`config.mk`:
```
export PLATFORM = sky130hd
export DESIGN_NAME = ltmc_mode_ctrl
export DESIGN_NICKNAME = d
export VERILOG_FILES = /design/src/hw/ltmc_pkg.sv /design/src/hw/ltmc_mode_ctrl.sv
export SDC_FILE = /design/constraint.sdc
export NUM_CORES = 1
export LEC_CHECK = 0
export BUFFER_PORTS_ARGS = -buffer_cell sky130_fd_sc_hd__clkbuf_2
export CAP_MARGIN = 15
export CORE_MARGIN = 3
export CORE_UTILIZATION = 42
export DETAILED_ROUTE_END_ITERATION = 7
export PLACE_DENSITY_LB_ADDON = 0.25
export SYNTH_ARGS = -nofsm -noshare
export SYNTH_HDL_FRONTEND = slang
export SYNTH_SLANG_ARGS = --single-unit
```
`constraint.sdc`:
```
create_clock -name clk -period 2.05 [get_ports clk]
set_clock_uncertainty 0.2 [all_clocks]
set_input_delay 0.205 -clock clk [delete_from_list [all_inputs] [get_ports clk]]
set_output_delay 0.205 -clock clk [all_outputs]
set_load 0.03 [all_outputs]
```
`src/hw/ltmc_pkg.sv`:
```
// constants, state encoding and carrier structs for the transceiver
// mode controller; assumes a single 20 MHz clock and a synchronous reset
package ltmc_pkg;

  // ***********************************************************
  // timing
  // ***********************************************************
  localparam int CLK_PERIOD_NS = 50; // 20 MHz core clock
  localparam int WAKE_MIN_NS = 10000; // least bus-low time for a wake
  localparam int DEBOUNCE_NS = 25000; // compare blanking after tx falls
  localparam int CNT_W = 9; // wide enough for both counts
  // least times round up to whole cycles
  localparam logic [CNT_W-1:0] WAKE_CYC =
    CNT_W'((WAKE_MIN_NS + CLK_PERIOD_NS - 1) / CLK_PERIOD_NS);
  localparam logic [CNT_W-1:0] DEBOUNCE_CYC =
    CNT_W'((DEBOUNCE_NS + CLK_PERIOD_NS - 1) / CLK_PERIOD_NS);
  localparam logic [CNT_W-1:0] CNT_ZERO = 9'h000;
  localparam logic [CNT_W-1:0] CNT_ONE = 9'h001;

  // ***********************************************************
  // modes
  // ***********************************************************
  typedef enum logic [2:0] {
    MODE_POR,
    MODE_READY,
    MODE_OPER,
    MODE_PDOWN,
    MODE_TXOFF
  } ltmc_state_t;

  // ***********************************************************
  // carriers
  // ***********************************************************
  // every input from outside the clock domain, synchronised as one
  typedef struct packed {
    logic chipSelectWakeIn; // chip-select / local wake level
    logic faultTxEnableLine; // sensed level of the open-drain line
    logic busLine; // sensed bus level, high is recessive
    logic txData; // host transmit data
    logic supplyAboveOn; // supply above the on threshold
    logic supplyBelowOff; // supply below the off threshold
    logic regOk; // regulator output stable
    logic thermalOverload; // any thermal cause
    logic busBelowWake; // bus under the wake threshold
  } ltmc_pins_t;

  // idle levels: lines recessive, flags clear
  localparam ltmc_pins_t PINS_RESET = 9'h0E0;

  // power and enable outputs of one mode
  typedef struct packed {
    logic regEnable; // regulator on
    logic rxEnable; // receiver / activity detect on
    logic txAllowed; // mode lets the transmitter run
    logic digitalReset; // digital section held in reset
  } ltmc_power_t;

  localparam ltmc_power_t POWER_RESET = 4'h1;

endpackage : ltmc_pkg

```
`src/hw/ltmc_mode_ctrl.sv`:
```
// mode controller for a single-wire bus transceiver with a regulator:
// sequences power-on, ready, operation, power-down and transmitter-off.
// assumes analog comparators arrive as asynchronous flags and that
// the open-drain pins are resolved outside from the enables given here
`timescale 1ns/10ps

// Operation
// - leave reset mode once supply passes on-threshold
// - supply under off-threshold returns to reset mode
// - reset mode: all off, chip-select picks next
// - power-down: transmitter and regulator off
// - wake in power-down enters ready, regulator on
// - power-down only reached from operation path
// - ready: regulator and receiver on, transmitter off
// - ready to operation on regulator ok, chip-select
// - at power-on chip-select high goes straight on
// - chip-select falling edge in operation: power-down
// - low fault line in operation forces transmitter-off mode
// - fault line back high re-enables transmitter
// - internal fault keeps transmitter off regardless
// - regulator not stable keeps transmitter off
// - transmitter-off exits on chip-select or fault line
// - wake needs bus low for minimum time
// - thermal overload kills transmitter and regulator
// - enabled transmitter: low data drives bus low
// - receive output follows the bus level
// - transmit/bus mismatch pulls the fault line low
// - mismatch reported only after debounce from falling
module ltmc_mode_ctrl
  import ltmc_pkg::*;
(
  // clock and reset
  input wire logic clk,
  input wire logic sys_rst,
  // asynchronous pin levels and analog flags
  input wire ltmc_pins_t pinsAsync,
  // open-drain bus driver, enable low while driving
  output logic busLineOut,
  output logic busLineOeN,
  // open-drain fault / transmit enable line
  output logic faultTxEnableLineOut,
  output logic faultTxEnableLineOeN,
  // host receive data
  output logic rxData,
  // mode and power status
  output ltmc_state_t modeState,
  output ltmc_power_t powerCtrl,
  output logic txEnable,
  output logic contentionFault
);

  // ***********************************************************
  // decoding
  // ***********************************************************
  // power plan of each mode, used by the power, enable and pin output registers
  function automatic ltmc_power_t modePower(input ltmc_state_t m);
    ltmc_power_t p;
    p = POWER_RESET;
    case (m)
      MODE_POR:
        p = '{regEnable: 1'b0, rxEnable: 1'b0, txAllowed: 1'b0,
              digitalReset: 1'b1};
      MODE_READY:
        p = '{regEnable: 1'b1, rxEnable: 1'b1, txAllowed: 1'b0,
              digitalReset: 1'b0};
      MODE_OPER:
        p = '{regEnable: 1'b1, rxEnable: 1'b1, txAllowed: 1'b1,
              digitalReset: 1'b0};
      MODE_PDOWN:
        p = '{regEnable: 1'b0, rxEnable: 1'b1, txAllowed: 1'b0,
              digitalReset: 1'b0};
      MODE_TXOFF:
        p = '{regEnable: 1'b1, rxEnable: 1'b1, txAllowed: 1'b0,
              digitalReset: 1'b0};
      default:
        p = POWER_RESET;
    endcase
    return p;
  endfunction : modePower

  // ***********************************************************
  // input synchroniser
  // ***********************************************************
  ltmc_pins_t pinsMeta_q; // first stage, read only by the second
  ltmc_pins_t pins_q; // usable levels
  logic csPrev_q; // chip-select one cycle back, for edges
  logic txPrev_q; // transmit data one cycle back

  // two flops on every asynchronous level, then edge history
  // taken from the second stage only
  always_ff @(posedge clk)
  begin
    if (sys_rst)
    begin
      pinsMeta_q <= PINS_RESET;
      pins_q <= PINS_RESET;
      csPrev_q <= 1'b0;
      txPrev_q <= 1'b1;
    end
    else
    begin
      pinsMeta_q <= pinsAsync;
      pins_q <= pinsMeta_q;
      csPrev_q <= pins_q.chipSelectWakeIn;
      txPrev_q <= pins_q.txData;
    end
  end

  logic csFall; // chip-select falling edge
  logic txFall; // transmit data falling edge
  assign csFall = csPrev_q & ~pins_q.chipSelectWakeIn;
  assign txFall = txPrev_q & ~pins_q.txData;

  // ***********************************************************
  // wake filter
  // ***********************************************************
  logic [CNT_W-1:0] wakeCnt_q; // cycles the bus has stayed low
  logic busWake_q; // qualified bus activity

  // any high sample restarts the count, so glitches never wake
  always_ff @(posedge clk)
  begin
    if (sys_rst)
    begin
      wakeCnt_q <= CNT_ZERO;
      busWake_q <= 1'b0;
    end
    else if (modeState != MODE_PDOWN || !pins_q.busBelowWake)
    begin
      wakeCnt_q <= CNT_ZERO;
      busWake_q <= 1'b0;
    end
    else if (wakeCnt_q != WAKE_CYC)
    begin
      wakeCnt_q <= wakeCnt_q + CNT_ONE;
      busWake_q <= (wakeCnt_q + CNT_ONE) == WAKE_CYC;
    end
  end

  // ***********************************************************
  // contention detector
  // ***********************************************************
  logic [CNT_W-1:0] blankCnt_q; // debounce after transmit falls
  logic contention_q; // latched mismatch, cleared by tx high

  // bus propagation would give false mismatches right after a
  // falling edge, so the compare is blanked for the debounce time
  always_ff @(posedge clk)
  begin
    if (sys_rst)
    begin
      blankCnt_q <= CNT_ZERO;
    end
    else if (txFall)
    begin
      blankCnt_q <= DEBOUNCE_CYC;
    end
    else if (blankCnt_q != CNT_ZERO)
    begin
      blankCnt_q <= blankCnt_q - CNT_ONE;
    end
  end

  // held until the host returns transmit high; releasing on the
  // disabled driver instead would oscillate the fault line
  always_ff @(posedge clk)
  begin
    if (sys_rst)
    begin
      contention_q <= 1'b0;
    end
    else if (pins_q.txData)
    begin
      contention_q <= 1'b0;
    end
    else if (txEnable && blankCnt_q == CNT_ZERO && !txFall &&
             pins_q.busLine)
    begin
      contention_q <= 1'b1;
    end
  end

  // ***********************************************************
  // mode sequencer
  // ***********************************************************
  logic internalFault; // any internal cause that forbids the transmitter
  assign internalFault = contention_q | pins_q.thermalOverload |
                         ~pins_q.regOk;

  ltmc_state_t state_d;

  always_comb
  begin
    state_d = modeState;
    if (modeState != MODE_POR && pins_q.supplyBelowOff)
    begin
      state_d = MODE_POR;
    end
    else
    begin
      case (modeState)
        MODE_POR:
        begin
          // digital section held until the supply is good
          if (pins_q.supplyAboveOn)
          begin
            state_d = pins_q.chipSelectWakeIn ? MODE_OPER
                                              : MODE_READY;
          end
        end
        MODE_READY:
        begin
          if (pins_q.regOk && pins_q.chipSelectWakeIn)
          begin
            state_d = MODE_OPER;
          end
        end
        MODE_OPER:
        begin
          if (csFall)
          begin
            state_d = MODE_PDOWN;
          end
          else if (!pins_q.faultTxEnableLine)
          begin
            state_d = MODE_TXOFF;
          end
        end
        MODE_TXOFF:
        begin
          if (!pins_q.chipSelectWakeIn)
          begin
            state_d = MODE_PDOWN;
          end
          else if (pins_q.faultTxEnableLine)
          begin
            state_d = MODE_OPER;
          end
        end
        MODE_PDOWN:
        begin
          if (busWake_q || pins_q.chipSelectWakeIn)
          begin
            state_d = MODE_READY;
          end
        end
        default:
        begin
          state_d = MODE_POR;
        end
      endcase
    end
  end

  // mode register
  always_ff @(posedge clk)
  begin
    if (sys_rst)
    begin
      modeState <= MODE_POR;
    end
    else
    begin
      modeState <= state_d;
    end
  end

  // ***********************************************************
  // power and transmitter enables
  // ***********************************************************
  // thermal shutdown overrides the regulator plan of every mode
  always_ff @(posedge clk)
  begin
    if (sys_rst)
    begin
      powerCtrl <= POWER_RESET;
    end
    else
    begin
      powerCtrl <= modePower(state_d);
      if (pins_q.thermalOverload)
      begin
        powerCtrl.regEnable <= 1'b0;
      end
    end
  end

  // transmitter only in operation, with the line high and no fault
  always_ff @(posedge clk)
  begin
    if (sys_rst)
    begin
      txEnable <= 1'b0;
    end
    else
    begin
      txEnable <= modePower(state_d).txAllowed &
                  pins_q.faultTxEnableLine &
                  ~internalFault;
    end
  end

  // ***********************************************************
  // pin drivers
  // ***********************************************************
  // open-drain outputs only ever pull low
  always_ff @(posedge clk)
  begin
    if (sys_rst)
    begin
      busLineOut <= 1'b0;
      busLineOeN <= 1'b1;
      faultTxEnableLineOut <= 1'b0;
      faultTxEnableLineOeN <= 1'b1;
      contentionFault <= 1'b0;
      rxData <= 1'b1;
    end
    else
    begin
      busLineOut <= 1'b0;
      busLineOeN <= ~(txEnable & ~pins_q.txData);
      faultTxEnableLineOut <= 1'b0;
      // pull the line low while the transmitter is blocked inside,
      // but not in modes whose regulator plan is off (reset, power-down)
      faultTxEnableLineOeN <= ~(internalFault &
                                modePower(modeState).regEnable);
      contentionFault <= contention_q;
      rxData <= pins_q.busLine;
    end
  end
endmodule : ltmc_mode_ctrl

```
==> results by group <==
Run status
  • Status: complete, no violations

CTS
  • Clk sink count: 52
  • CTS tree: yes
  • Inserted Clock Buffers: 5
  • Post-CTS setup buffer count: 0
  • Clk_lat worst skew: ~300 ps
  • # H-tree levels: 2
  • CTS root buf: clkbuf_8
  • Clk slew on worst S/H paths: 90 ps
  • Clk buf depth: 2

Final layout
  • Layout area overhead: 18.83%
  • Reg area: roughly 1000 µm²
  • Diode count: 0
  • Share of layout cells above drive strength 1: 24.54%
  • Final core occ: 53.08%
  • Final-stage net count: 283
  • Filler cells: between 400 and 500
  • Area of the multi-input gates: between 1000 and 1500 µm²
  • Non-Filler Instances: ~340

Die
  • Num ports: 25
  • Starting Density: 44.67%
  • FP Rows: 25
  • Die H: between 70 and 80 µm
  • Die Outline Area: roughly 6100 µm²
  • Die width: between 70 and 80 µm
  • Core area: approximately 4900 µm²

Critical path
  • CP max stage cell: or3b_4
  • WS Path Type: flop to flop
  • Delay-heaviest family, CP: simple AND/OR/NAND/NOR gates
  • Critical Path Sink Type: flop
  • Largest stage delay on the critical path: ~410 ps
  • CP max FO: 5
  • Crit start category: flop
  • Reg2reg path depth: 6
  • CP required: between 2000 and 2500 ps
  • Data arrival time of the worst path: 2040 ps
  • Crit-path cells: inv_1 -> ha_2 -> or3b_4 -> or3_4 -> or3_1 -> a21oi_1
  • WP depth: 6
  • Buf/Inv on CP: 1

Power and ir drop
  • Combinational share of power: about a quarter
  • P_leak: 1.012 nW
  • Sw Ratio: 29.82%
  • Clock power share: roughly a quarter
  • Sw power: 0.7168 mW
  • Reg power frac: between 40 and 50%
  • Internal power: between 1.5 and 2 mW
  • Power Density: around 930 nW/µm²
  • VDD IR-drop max: 0.0003987 V

Timing
  • Clock period minus worst slack: between 1500 and 2000 ps
  • Worst Max-Slew Pin Slew: between 500 and 600 ps
  • Max frequency: between 500 and 600 MHz
  • RSZ-0062 raised after global routing: true
  • Final setup viols: 0
  • Slew margin rel.: between 60% and 70%
  • Fin. Hold Viols: 0
  • Crit share post-route: between 90% and 100%
  • Fin. max-slew vios: 0

Yosys
  • #FFs+latches synth: 52
  • Post-synthesis sequential area ratio: a little under half
  • Synth warnings: 0
  • Yosys cell types: 50
  • Synth Cell Area: around 2200 µm²
  • Predominant post-synthesis flop cell: dfxtp_1
  • Post-synth EDFFs: 0
  • Avg Cell Area, Syn: 9.435 µm²
  • Async set-or-reset flop fraction in the synthesized netlist: 0%
  • Post-synthesis cell count: about 230

Detailed routing
  • Via/cell ratio: 4.824
  • Antenna Violating Nets Remaining: 0
  • Vias: ~1,600
  • Initial DRT Pass Iterations: 4
  • WL final: roughly 4 mm
  • DRT iter0 DRCs: 72
  • Residual DRC count: 0
  • Drt wl/cell: approximately 12 µm

Run
  • Max-cap violations: 0

Global routing
  • Largest net degree at the start of global routing: 38
  • Vias in the first global route: ~1,500
  • Overflow after GRT: 0
  • All-Layer GR Usage: ~14%
  • First-pass GRT wire length: ~6.8 mm
  • Initial antenna violation count: 0

Place
  • Placed cells: around 320
  • Port bufs: 22
  • RePlAce Congestion: 0.8762
  • DPL Wire Length: 2.711 mm

Worst hold path
  • Hold path cells: 3
  • Worst min-delay path class: input port to flop
registers in the layout, indices dropped and copies added (netlist names), 3 cells and up:
name / flops
blankCnt_q: 9
modeState: 3
pinsMeta_q: 9
pins_q: 9
powerCtrl: 4
wakeCnt_q: 9
final timing paths:
path,to,slack [ps],start
setup / recovery,blankCnt_q[6],50,blankCnt_q[0]
hold / removal,powerCtrl[1],120,sys_rst
setup reg to reg,blankCnt_q[6],50,blankCnt_q[0]
hold reg to reg,busLineOeN,210,txEnable
metrics by stage:
stage / hold slack, ps / setup TNS [ps] / instance area (µm²) / power [mW] / setup slack (ps)
6_report: 119.7 / 0 / 2590 / 2.403 / 52.05
5_1_grt: 130.3 / -49.20 / 2590 / 2.571 / -20.99
4_1_cts: 115.6 / 0 / 2557 / 2.336 / 12.30
3_5_place_dp: 191.0 / 0 / 2374 / 1.730 / 19.52
3_3_place_gp: 189.1 / 0 / 2374 / 1.717 / 61.70
2_1_floorplan: 108.8 / 0 / 2186 / 1.606 / 57.12
layout by cell type (no fill, tap or decap), drive strengths merged, types with 2 or more instances in the layout:
cell,netlist,final
a2111oi,3,3
a21oi,13,13
a31oi,3,3
and2,2,2
and3,5,5
buf,7,11
clkbuf,6,28
conb,1,2
dfxtp,52,52
dlygate4sd3,0,9
ha,4,4
inv,8,8
nand2,10,10
nand2b,4,4
nand3,5,5
nand3b,2,2
nand4,2,2
nor2,20,20
nor2b,19,19
nor3,10,10
o21ai,6,6
o22a,2,2
o22ai,4,4
or2,8,8
or3,7,7
or3b,2,2
or4,2,2
xnor2,5,5
xor2,8,8
worst register-to-register path, cell delays in order (launching register included):
cell and delay [ps]:
dfxtp_1 310, inv_1 70, ha_2 180, or3b_4 410
or3_4 350, or3_1 310, a21oi_1 110
logic make-up (layout without fill, tap and decap cells):
kind of cell | Yosys count | after routing | synth area share [%]
xor+xnor | 13 | 13 | 5.224
other cells | 1 | 2 | 0.1721
buf+inv | 21 | 58 | 5.453
flops | 52 | 52 | 47.76
compound gates | 37 | 37 | 11.83
simple gates | 103 | 103 | 27.27
fa+ha+maj | 4 | 4 | 2.296
layer usage:
metal  global-route usage (%)  routed length [µm]  vias to the layer above  part of all wire (%)
met4                    5.769                  63                        0                   1.6
met1                    17.97                1866                      734                    48
met2                    22.17                1855                       24                    47
met5                        0                   0                        -                     0
met3                    3.784                 123                        6                   3.1
li1                         -                   -                      857                     -
synthesized netlist by cell type, types with 5 or more instances:
cell,number,area [µm²]
nand2_1,10,37.54
or3_1,6,37.54
nor3_1,9,45.04
inv_1,8,30.03
nand3_1,5,25.02
xor2_1,8,70.07
xnor2_1,5,43.79
a21oi_1,13,65.06
o21ai_0,6,30.03
or2_2,7,43.79
dfxtp_1,52,1041
nor2b_1,19,118.9
clkbuf_1,5,18.77
nor2_1,20,75.07
power by group through the flow:
stage	Clock [mW]	Combinational, mW	Sequential, mW
global route	0.645	0.714	1.21
detailed placement	0	0.526	1.20
global placement	0	0.515	1.20
CTS	0.602	0.555	1.18
floorplan	0	0.408	1.20
finish	0.571	0.640	1.19
layout make-up:
type,count,share of cell area [%]
Clock buffer,6,2.802
Clock inverter,2,0.6280
Inverter,8,1.159
Multi-Input combinational cell,159,40.92
Sequential cell,52,40.34
Tap cell,67,3.237
Timing Repair Buffer,42,10.92
repair_timing:
item	CTS	global route
endpoints found under the hold margin	9	0
gates resized for setup	1	8
setup endpoints to repair	1	6
pin swaps	0	1
hold buffers	9	0
No activity file was read; power rests on OpenSTA's default activity.
